--- src/sba_defines.svh ---
// Purpose: Register offsets, field positions and timing constants of the
//          serial bit time arbiter.
// Assumes: Included by its bare name before any design file that uses it.
// Notes:   Definitions only.
`ifndef SBA_DEFINES_SVH
`define SBA_DEFINES_SVH

// ---------------------------------------------------------------------
// Register byte offsets
// ---------------------------------------------------------------------
`define SBA_OFF_CTL 4'h0
`define SBA_OFF_CNT 4'h4
`define SBA_OFF_IRQ_STAT 4'h8
`define SBA_OFF_IRQ_MASK 4'hC

// ---------------------------------------------------------------------
// Control and status field positions
// ---------------------------------------------------------------------
`define SBA_BIT_MODE_UPPER 7
`define SBA_BIT_LOST 6
`define SBA_BIT_MODE_LOWER 5
`define SBA_BIT_ACLK 4
`define SBA_BIT_FIN 3
`define SBA_BIT_RUN 2
`define SBA_BIT_OVF 1
`define SBA_BIT_MSB 0

// ---------------------------------------------------------------------
// Interrupt status and mask field positions
// ---------------------------------------------------------------------
`define SBA_IRQ_FIN 0
`define SBA_IRQ_OVF 1
`define SBA_IRQ_LOST 2
`define SBA_IRQ_W 3

// ---------------------------------------------------------------------
// Mode codes, counts and reset values
// ---------------------------------------------------------------------
`define SBA_MODE_IDLE 2'h0
`define SBA_MODE_MEAS 2'h1
`define SBA_MODE_ARB 2'h2
`define SBA_MODE_RSVD 2'h3
`define SBA_SAMPLE_BUS 9'h038
`define SBA_SAMPLE_PRE 9'h008
`define SBA_CNT_MAX 9'h1FF
`define SBA_CNT_ZERO 9'h000
`define SBA_BUS_DIV 4
// Stages from the transmit pin back to the filtered receive level.
`define SBA_ECHO_W 4
`define SBA_ZERO8 8'h00
`define SBA_ZERO32 32'h00000000

`endif

--- src/sba_pkg.sv ---
// Purpose: Shared types of the serial bit time arbiter.
// Assumes: Compiled before the arbiter module.
// Notes:   Used with explicit package scope only.
`default_nettype none

package sba_pkg;

   // -------------------------------------------------------------------
   // Counter sequencing states
   // -------------------------------------------------------------------
   typedef enum logic [1:0] {
      SBA_IDLE,
      SBA_ARMED,
      SBA_COUNT,
      SBA_STOPPED
   } sba_state_t;

   typedef logic [1:0] sba_mode_t;

endpackage

`default_nettype wire
--- src/sba_arbiter.sv ---
// Purpose: Bit time measurement and single-wire bus arbitration counter
//          for a serial interface, with an Avalon-MM register slave.
// Assumes: rxd_in is a pin; the other inputs come from mclk_in logic.
// Notes:   Behaviour
`default_nettype none
`include "sba_defines.svh"

module sba_arbiter #(
   parameter int BUS_DIV = `SBA_BUS_DIV
) (
   input wire logic mclk_in,
   input wire logic resetn_in,
   input wire logic [3:0] avs_address_in,
   input wire logic avs_read_in,
   input wire logic avs_write_in,
   input wire logic [31:0] avs_writedata_in,
   input wire logic [3:0] avs_byteenable_in,
   output logic [31:0] avs_readdata_out,
   output logic avs_waitrequest_out,
   input wire logic rxd_in,
   input wire logic transmit_shift_in,
   input wire logic prescaler_tick_in,
   output logic txd_out,
   output logic irq_out
);

   // -------------------------------------------------------------------
   // Address decode
   // -------------------------------------------------------------------
   function automatic logic sba_hit(input logic [3:0] addr,
                                    input logic [3:0] off);
      sba_hit = (addr == off);
   endfunction

   logic wait_r;
   logic bus_req;
   logic acc;
   logic wr_any;
   logic wr_ctl;
   logic wr_stat;
   logic wr_mask;

   assign bus_req = avs_read_in | avs_write_in;
   // The access completes at the edge where waitrequest is seen low.
   assign acc = bus_req & ~wait_r;
   assign wr_any = acc & avs_write_in & avs_byteenable_in[0];
   assign wr_ctl = wr_any & sba_hit(avs_address_in, `SBA_OFF_CTL);
   assign wr_stat = wr_any & sba_hit(avs_address_in, `SBA_OFF_IRQ_STAT);
   assign wr_mask = wr_any & sba_hit(avs_address_in, `SBA_OFF_IRQ_MASK);

   // -------------------------------------------------------------------
   // Registers and state
   // -------------------------------------------------------------------
   sba_pkg::sba_mode_t mode;
   logic aclk;
   logic fin;
   logic ovf;
   logic lost;
   logic [8:0] cnt;
   sba_pkg::sba_state_t state;
   logic sampled;
   logic rx_low_seen;
   logic [`SBA_IRQ_W-1:0] irq_stat;
   logic [`SBA_IRQ_W-1:0] irq_mask;

   // -------------------------------------------------------------------
   // Receive pin synchroniser
   // -------------------------------------------------------------------
   logic rx_s1;
   logic rx_s2;
   logic rx_s3;
   logic rx_filt;
   logic rx_prev;
   logic rx_fall;
   logic rx_rise;

   // Stages two and three must agree, so one metastable sample is ignored.
   always_ff @(posedge mclk_in) begin
      if (!resetn_in) begin
         rx_s1 <= 1'b1;
         rx_s2 <= 1'b1;
         rx_s3 <= 1'b1;
         rx_filt <= 1'b1;
         rx_prev <= 1'b1;
      end else begin
         rx_s1 <= rxd_in;
         rx_s2 <= rx_s1;
         rx_s3 <= rx_s2;
         if (rx_s2 == rx_s3) begin
            rx_filt <= rx_s3;
         end
         rx_prev <= rx_filt;
      end
   end

   assign rx_fall = rx_prev & ~rx_filt;
   assign rx_rise = ~rx_prev & rx_filt;

   // -------------------------------------------------------------------
   // Transmit shift edges
   // -------------------------------------------------------------------
   logic tx_prev;
   logic tx_rise;
   logic tx_fall;
   logic [`SBA_ECHO_W-1:0] tx_echo;

   // Delays our own pin like the receive path, to mask our own echo.
   always_ff @(posedge mclk_in) begin
      if (!resetn_in) begin
         tx_prev <= 1'b1;
         tx_echo <= '1;
      end else begin
         tx_prev <= transmit_shift_in;
         tx_echo <= {tx_echo[`SBA_ECHO_W-2:0], txd_out};
      end
   end

   assign tx_rise = ~tx_prev & transmit_shift_in;
   assign tx_fall = tx_prev & ~transmit_shift_in;

   // -------------------------------------------------------------------
   // Counter clock enables
   // -------------------------------------------------------------------
   localparam int DIV_W = (BUS_DIV > 1) ? $clog2(BUS_DIV) : 1;
   localparam logic [DIV_W-1:0] DIV_LAST = DIV_W'(BUS_DIV - 1);
   logic [DIV_W-1:0] div_cnt;
   logic pre_half;
   logic cnt_tick;

   always_ff @(posedge mclk_in) begin
      if (!resetn_in) begin
         div_cnt <= '0;
      end else if (div_cnt == DIV_LAST) begin
         div_cnt <= '0;
      end else begin
         div_cnt <= div_cnt + DIV_W'(1);
      end
   end

   always_ff @(posedge mclk_in) begin
      if (!resetn_in) begin
         pre_half <= 1'b0;
      end else if (prescaler_tick_in) begin
         pre_half <= ~pre_half;
      end
   end

   assign cnt_tick = aclk ? (prescaler_tick_in & pre_half)
                          : (div_cnt == DIV_LAST);

   // -------------------------------------------------------------------
   // Events
   // -------------------------------------------------------------------
   logic counting;
   logic cnt_step;
   logic fin_evt;
   logic ovf_evt;
   logic lost_evt;
   logic [8:0] sample_pt;

   assign counting = (state == sba_pkg::SBA_COUNT);
   assign cnt_step = counting & cnt_tick;
   assign sample_pt = aclk ? `SBA_SAMPLE_PRE : `SBA_SAMPLE_BUS;

   assign fin_evt = counting & (mode == `SBA_MODE_MEAS)
                    & (aclk ? rx_rise : rx_fall);
   assign ovf_evt = cnt_step & (cnt == `SBA_CNT_MAX);
   assign lost_evt = counting & (mode == `SBA_MODE_ARB) & ~sampled
                     & (cnt == sample_pt) & ~rx_filt;

   // -------------------------------------------------------------------
   // Counter sequencing
   // -------------------------------------------------------------------
   always_ff @(posedge mclk_in) begin
      if (!resetn_in) begin
         state <= sba_pkg::SBA_IDLE;
         cnt <= `SBA_CNT_ZERO;
         sampled <= 1'b0;
         rx_low_seen <= 1'b0;
      end else if (wr_ctl) begin
         cnt <= `SBA_CNT_ZERO;
         sampled <= 1'b0;
         rx_low_seen <= 1'b0;
         if (avs_writedata_in[`SBA_BIT_MODE_UPPER]
             ^ avs_writedata_in[`SBA_BIT_MODE_LOWER]) begin
            state <= sba_pkg::SBA_ARMED;
         end else begin
            state <= sba_pkg::SBA_IDLE;
         end
      end else begin
         case (mode)
            `SBA_MODE_MEAS: begin
               case (state)
                  sba_pkg::SBA_ARMED: begin
                     cnt <= `SBA_CNT_ZERO;
                     if (aclk ? ~rx_filt : rx_fall) begin
                        state <= sba_pkg::SBA_COUNT;
                     end
                  end
                  sba_pkg::SBA_COUNT: begin
                     if (fin_evt) begin
                        state <= sba_pkg::SBA_STOPPED;
                     end else if (cnt_step) begin
                        cnt <= cnt + 9'h001;
                     end
                  end
                  sba_pkg::SBA_STOPPED: begin
                     state <= sba_pkg::SBA_STOPPED;
                  end
                  default: begin
                     state <= sba_pkg::SBA_ARMED;
                  end
               endcase
            end
            `SBA_MODE_ARB: begin
               if (tx_rise) begin
                  state <= sba_pkg::SBA_COUNT;
                  cnt <= `SBA_CNT_ZERO;
                  sampled <= 1'b0;
                  rx_low_seen <= 1'b0;
               end else if (counting & tx_fall & ~rx_low_seen) begin
                  state <= sba_pkg::SBA_ARMED;
                  cnt <= `SBA_CNT_ZERO;
                  sampled <= 1'b0;
               end else if (counting) begin
                  if (~rx_filt & (&tx_echo)) begin
                     rx_low_seen <= 1'b1;
                  end
                  if (cnt == sample_pt) begin
                     sampled <= 1'b1;
                  end
                  if (cnt_step) begin
                     cnt <= cnt + 9'h001;
                  end
               end
            end
            default: begin
               state <= sba_pkg::SBA_IDLE;
               cnt <= `SBA_CNT_ZERO;
               sampled <= 1'b0;
               rx_low_seen <= 1'b0;
            end
         endcase
      end
   end

   // -------------------------------------------------------------------
   // Control fields and flags
   // -------------------------------------------------------------------
   // mode field store
   always_ff @(posedge mclk_in) begin
      if (!resetn_in) begin
         mode <= `SBA_MODE_IDLE;
         aclk <= 1'b0;
      end else if (wr_ctl) begin
         mode <= {avs_writedata_in[`SBA_BIT_MODE_UPPER],
                  avs_writedata_in[`SBA_BIT_MODE_LOWER]};
         aclk <= avs_writedata_in[`SBA_BIT_ACLK];
      end
   end

   // Every flag lets its set win over a clear in the same cycle.
   always_ff @(posedge mclk_in) begin
      if (!resetn_in) begin
         fin <= 1'b0;
         ovf <= 1'b0;
         lost <= 1'b0;
      end else begin
         fin <= fin_evt | (fin & ~wr_ctl);
         ovf <= ovf_evt | (ovf & ~wr_ctl);
         lost <= lost_evt | (lost & ~(wr_ctl
                 & ~avs_writedata_in[`SBA_BIT_MODE_UPPER]));
      end
   end

   always_ff @(posedge mclk_in) begin
      if (!resetn_in) begin
         txd_out <= 1'b1;
      end else begin
         txd_out <= lost | lost_evt | transmit_shift_in;
      end
   end

   // -------------------------------------------------------------------
   // Interrupts
   // -------------------------------------------------------------------
   logic [`SBA_IRQ_W-1:0] irq_evt;
   logic [`SBA_IRQ_W-1:0] irq_clr;
   logic [`SBA_IRQ_W-1:0] next_irq_stat;

   assign irq_evt[`SBA_IRQ_FIN] = fin_evt;
   assign irq_evt[`SBA_IRQ_OVF] = ovf_evt;
   assign irq_evt[`SBA_IRQ_LOST] = lost_evt;
   assign irq_clr = wr_stat ? avs_writedata_in[`SBA_IRQ_W-1:0] : '0;
   assign next_irq_stat = irq_evt | (irq_stat & ~irq_clr);

   always_ff @(posedge mclk_in) begin
      if (!resetn_in) begin
         irq_stat <= '0;
         irq_mask <= '0;
         irq_out <= 1'b0;
      end else begin
         irq_stat <= next_irq_stat;
         if (wr_mask) begin
            irq_mask <= avs_writedata_in[`SBA_IRQ_W-1:0];
         end
         irq_out <= |(next_irq_stat & (wr_mask
                      ? avs_writedata_in[`SBA_IRQ_W-1:0] : irq_mask));
      end
   end

   // -------------------------------------------------------------------
   // Avalon-MM response
   // -------------------------------------------------------------------
   logic [7:0] ctl_rd;

   always_comb begin
      ctl_rd = `SBA_ZERO8;
      ctl_rd[`SBA_BIT_MODE_UPPER] = mode[1];
      ctl_rd[`SBA_BIT_LOST] = lost;
      ctl_rd[`SBA_BIT_MODE_LOWER] = mode[0];
      ctl_rd[`SBA_BIT_ACLK] = aclk;
      ctl_rd[`SBA_BIT_FIN] = fin;
      ctl_rd[`SBA_BIT_RUN] = counting;
      ctl_rd[`SBA_BIT_OVF] = ovf;
      ctl_rd[`SBA_BIT_MSB] = cnt[8];
   end

   // One wait cycle per access; read data is loaded while waiting.
   always_ff @(posedge mclk_in) begin
      if (!resetn_in) begin
         wait_r <= 1'b1;
         avs_waitrequest_out <= 1'b1;
         avs_readdata_out <= `SBA_ZERO32;
      end else begin
         if (bus_req & wait_r) begin
            wait_r <= 1'b0;
            avs_waitrequest_out <= 1'b0;
         end else begin
            wait_r <= 1'b1;
            avs_waitrequest_out <= 1'b1;
         end
         if (avs_read_in & wait_r) begin
            avs_readdata_out <= `SBA_ZERO32;
            if (sba_hit(avs_address_in, `SBA_OFF_CTL)) begin
               avs_readdata_out[7:0] <= ctl_rd;
            end else if (sba_hit(avs_address_in, `SBA_OFF_CNT)) begin
               avs_readdata_out[7:0] <= cnt[7:0];
            end else if (sba_hit(avs_address_in, `SBA_OFF_IRQ_STAT)) begin
               avs_readdata_out[`SBA_IRQ_W-1:0] <= irq_stat;
            end else if (sba_hit(avs_address_in, `SBA_OFF_IRQ_MASK)) begin
               avs_readdata_out[`SBA_IRQ_W-1:0] <= irq_mask;
            end
         end
      end
   end

endmodule

`default_nettype wire

--- config.mk ---
export PLATFORM = sky130hd
export DESIGN_NAME = sba_arbiter
export DESIGN_NICKNAME = d
export VERILOG_FILES = /design/src/sba_pkg.sv /design/src/sba_arbiter.sv
export VERILOG_INCLUDE_DIRS = /design/src
export SDC_FILE = /design/constraint.sdc
export NUM_CORES = 1
export LEC_CHECK = 0
export ABC_AREA = 1
export ABC_CLOCK_PERIOD_IN_PS = 1900
export BUFFER_PORTS_ARGS = -buffer_cell sky130_fd_sc_hd__buf_2
export CAP_MARGIN = 20
export CORE_ASPECT_RATIO = 1.4
export CORE_UTILIZATION = 51
export CTS_CLUSTER_DIAMETER = 40
export DETAILED_ROUTE_END_ITERATION = 10
export HOLD_SLACK_MARGIN = 0.15
export PLACE_DENSITY = 0.9
export SLEW_MARGIN = 25
export SYNTH_ARGS = -nofsm -noshare
export SYNTH_HDL_FRONTEND = slang
export SYNTH_SLANG_ARGS = --single-unit
--- constraint.sdc ---
create_clock -name mclk_in -period 1.9 [get_ports mclk_in]
set_input_delay 0.285 -clock mclk_in [delete_from_list [all_inputs] [get_ports mclk_in]]
set_output_delay 0.285 -clock mclk_in [all_outputs]
set_load 0.02 [all_outputs]
Yosys cells after proc, flatten, opt, wreduce, memory -nomap -nowiden
Index checks and enable logic that the tools add are counted.
W data, S select, Z words.

cells by class
  $add $sub $neg = 2
  eq/ne operators = 22
  mux-type cells = 37
  bitwise operators = 52
  reduce and logical (&&, ||, !) cells = 9

operator list
  kind                   count
  $mux W9                5
  $pmux W9 S2            2
  $and A1 B1 Y1          28
  $mux W3                5
  $mux W1                13
  $not A1 Y1             13
  $mux W2                5
  $add A9 B1 Y9 const B  1
  $eq A9 B6 Y1           1
  $eq A9 B9 Y1 const B   1
  $ne A3 B3 Y1 const B   3
  $reduce_and A3 Y1      3
  $eq A2 B2 Y1 const B   4
  $eq A4 B4 Y1 const B   2
  $mux W8                1
  $ne A4 B3 Y1 const B   2
  $ne A4 B4 Y1 const B   2
  $reduce_and A4 Y1      2
  $and A3 B3 Y3          2
  $mux W6                1
  $ne A3 B2 Y1 const B   2
  $or A1 B1 Y1           6
  $pmux W2 S3            1
  $mux W5                1
  13 further kinds       16

storage, ports and cells
  flip-flop bits (word level) = 49
  input port bits = 47

Depth between registers and ports, before layout
  depth after elaboration = 11
  depth in mapped cells = 14

Worst setup path before layout
No wires, ideal clock.

  path kind = reg-to-reg
  start point = register cnt[0]
  end point = register irq_out
  library setup time = 0.059 ns
  arrival = 1.374 ns
  data required time = 1.841 ns
  path slack = 0.467 ns
  cell stages (with the launch flop) = 15
  cell sequence = dfxtp_1 -> ha_1 -> nand2_1 -> inv_1 -> nand2_1 -> nor2_1 -> inv_1 -> nor2_1 -> ha_1 -> nand2_1 -> nand2_1 -> nand2_1 -> nand2_1 -> nand2_1 -> nand2_1

on the way
  longest elaborated chain between the ends = 6
  elaborated cells on any way between the ends = 8
  classes of those cells = eq/ne (2); bitwise (5); reduce/logical (1)

RTL lines
  what                        line                text
  start, declared             sba_arbiter.sv:59   logic [8:0] cnt;
  start signal, assigned      sba_arbiter.sv:177  cnt <= `SBA_CNT_ZERO;
  start signal, assigned      sba_arbiter.sv:181  cnt <= `SBA_CNT_ZERO;
  start signal, assigned      sba_arbiter.sv:195  cnt <= `SBA_CNT_ZERO;
  $eq A9 B6 Y1                sba_arbiter.sv:169  & (cnt == sample_pt) & ~rx_filt;
  $and A1 B1 Y1 (2 in a row)  sba_arbiter.sv:168  assign lost_evt = counting & (mode == `SBA_MODE_ARB) & ~sampled
  $or A3 B3 Y3 *              sba_arbiter.sv:295  assign next_irq_stat = irq_evt | (irq_stat & ~irq_clr);
  $and A3 B3 Y3 *             sba_arbiter.sv:307  irq_out <= |(next_irq_stat & (wr_mask
  $reduce_or A3 Y1 *          sba_arbiter.sv:307
  end signal, assigned        sba_arbiter.sv:307
  end, declared               sba_arbiter.sv:24   output logic irq_out

Every way passes the cells marked *; elsewhere a longest branch is shown, timed or not.
A chain may end at the register's enable or synchronous reset.

Worst setup path in the final report
Same ends and word-level chain as after synthesis.

==> flow_summary.yaml <==
die:
  num_rows: 30
  ios: 82
  fp.dieH_um: 85.9
  core_mm2: 0.00484
  dieArea_mm2: 0.00532
  start_util: 0.529
  fp.dieW_um: 61.9
logic_synthesis:
  syn_avg_cell_area_um2: 7.10
  synth_area_mm2: 0.00256
  yosysUniqueCellTypes: 34
  synth_area_leaders: "dfxtp_1 (38%), nand2_1 (11%), buf_4 (7.0%), inv_1 (6.4%), nor2_1 (6.4%)"
  async_reset_ff_frac: 0
  synth_seq_cells: 49
  synth_top_area_share: 0.383
  synth_edf_count: 0
  yosysTopAreaCell: "dfxtp_1"
  synth_flop_cell: "dfxtp_1"
  synth-seq-area-share: 0.383
  yosysWarnings: 0
  syn-instance-count: 361
worst_setup_path:
  crit_type: "reg -> reg"
  crit_chain: "ha_1, nand2_1, inv_1, nand2_1, nor2_1, inv_1, nor2_1, ha_1, nand2_1, nand2_1, nand2_1, nand2_1, nand2_1, nand2_1"
  crit_slowest_cell: "dfxtp_1"
  crit_buf_inv: 2
  end_kind: "flop"
  cp_top_family: "simple AND/OR/NAND/NOR gates"
  max_stage_delay_ps: 400
  r2r-start: "cnt[0]"
  cpMostUsedCell: "nand2_1"
  critPathMaxFanout: 4
  r2r_end: "irq_out"
  r2r_cells: 14
  cp-start-kind: "flop"
  worst_ep_arrival_time_ps: 1950
  r2r_slack_ps: 200
  cp.required_ps: 2160
finish:
  layout_common_cells: "nand2_1 (72), dfxtp_1 (49), inv_1 (44), nor2_1 (44), buf_2 (28)"
  layout_commonest_cell: "nand2_1"
  final_core_util: 0.575
  diodes: 0
  fill_cells: 441
  nets: 444
  syn_to_final_growth_pct: 8.64
  drive_gt1_frac: 0.166
routing:
  via_per_inst: 5.16
  post-route-drc-count: 0
  postRouteAntennaNets: 0
  first_iter_violations: 97
  vias: 2346
  detail_route.wl_per_cell_um: 12.4
  dr.pass1.iters: 4
  drt_wl_total_um: 5660
grt:
  grt_max_degree: 21
  grt_overflow: 0
  grt_pass1_vias: 2191
  track_usage: 0.241
  grt_pass1_wl_um: 9520
  grt_antenna_before_repair: 0
sta:
  min_period_ps: 1700
  setup_tns_ps: 0
  setup_viol: 0
  hold_viol: 0
  clock.fmax_mhz: 589
  rsz0062_at_grt: "false"
  final_max_slew_viol_count: 0
  fin_ws_ps: 203
  min_period_over_period: 0.893
  clock_skew_ps: 7.13
placement:
  pre_cts_ws_ps: 236
  gp_congestion: 0.894
  hpwl_um: 4370
  port_buffers: 28
job:
  cap_violations: 0
worst_hold_path:
  hold_depth: 2
  hp-start: "rxd_in"
  hold_path_class: "in -> reg"
  holdPathEnd: "rx_s1"
power_and_ir_drop:
  total_power_mw: 1.98
  p_leak_nw: 1.30
  ir_drop_mv: 0.556
  power_density_mw_per_mm2: 712
clock_tree:
  cts_tree: "built"
  cts_buffer_depth: 2
  cts_setup_buffers: 0
  cts_root_buf: "clkbuf_8"
  worstSkewPairLatency_ps: 310
  cts.clk_slew.worst_paths_ps: 90
  post_cts_resized: 0
  cts_htree_levels: 2
  cts.sinks: 49
  ctsHoldBuffers: 0
  cts-buffers-inserted: 5
outcome:
  status: "finished clean"
==> final cells by class <==
cell class                 count  area (um2)  area share
multi-input combinational    254        1270       0.455
sequential                    49         981       0.352
inverter                      51         198      0.0710
timing repair buffer          30         155      0.0557
tap                           64        80.1      0.0288
clock buffer                   5        68.8      0.0247
clock inverter                 2        35.0      0.0126
==> sequential cells by signal, summed over array words and instances, names as in the netlist <==
register	cells
cnt	9
avs_readdata_out	8
tx_echo	4
irq_mask	3
irq_stat	3
div_cnt	2
mode	2
state	2
aclk	1
fin	1
irq_out	1
lost	1
ovf	1
pre_half	1
rx_filt	1
rx_low_seen	1
rx_prev	1
rx_s1	1
rx_s2	1
rx_s3	1
sampled	1
tx_prev	1
txd_out	1
wait_r	1
==> power by group <==
group          internal (mW)  total [mW]  leakage, nW  switching [mW]
combinational         0.0517       0.187        0.843           0.136
clock                  0.383       0.727       0.0540           0.344
sequential              1.05        1.07        0.399          0.0143
total                   1.49        1.98         1.30           0.493
==> Yosys cell counts (2+ instances only) <==
cell	n
inv_1	44
nor3_1	5
o21ai_0	20
o221ai_1	5
dfxtp_1	49
nand2_1	72
nor2_2	2
nand4_1	5
nand2_4	3
ha_1	6
o21ai_1	2
inv_2	5
clkbuf_1	4
nor2_1	44
a21oi_1	19
nand2_2	3
buf_4	24
o211ai_1	3
o22ai_1	3
or2_2	7
a211oi_1	2
nand3_1	19
nor2_4	4
==> cells by family after synthesis <==
family                   after synthesis  synth area share
buffers and inverters                 81             0.157
AO/OA/AOI/OAI                         55             0.122
other                                  1           0.00146
adder cells (fa/ha/maj)                6            0.0293
AND/OR/NAND/NOR                      169             0.308
flip-flops                            49             0.383
==> metrics by stage <==
step	instances	instance area, um2	hold WS (ps)
2_1_floorplan	384	2650	379
3_3_place_gp	448	2680	393
3_5_place_dp	448	2680	423
4_1_cts	455	2780	173
5_1_grt	455	2780	160
6_report	455	2780	171
==> worst reg2reg max path, cell delays in order, from the launching register on <==
cell and delay (ps):
dfxtp_1 400, ha_1 190, nand2_1 50, inv_1 70, nand2_1 60, nor2_1 140
inv_1 80, nor2_1 110, ha_1 160, nand2_1 100, nand2_1 80, nand2_1 40
nand2_1 60, nand2_1 40, nand2_1 60
==> routing by layer <==
metal  up-vias  global-route usage  part of all wire
met5         -                   0                 0
met4         0               0.107             0.037
met3        21              0.0317             0.059
met2        93               0.405              0.50
met1      1072               0.297              0.40
li1       1160                   -                 -
==> worst max path at each step <==
| stage | depth (start not counted) | to | start | slack (ps) |
|---|---|---|---|---|
| 2_1_floorplan | 14 | irq_out | cnt[0] | 470 |
| 3_3_place_gp | 14 | irq_out | cnt[0] | 260 |
| 3_5_place_dp | 14 | irq_out | cnt[0] | 240 |
| 4_1_cts | 14 | irq_out | cnt[0] | 200 |
| 5_1_grt | 14 | irq_out | cnt[0] | 50 |
| 6_report | 14 | irq_out | cnt[0] | 200 |
No activity file was read; power rests on OpenSTA's default activity.
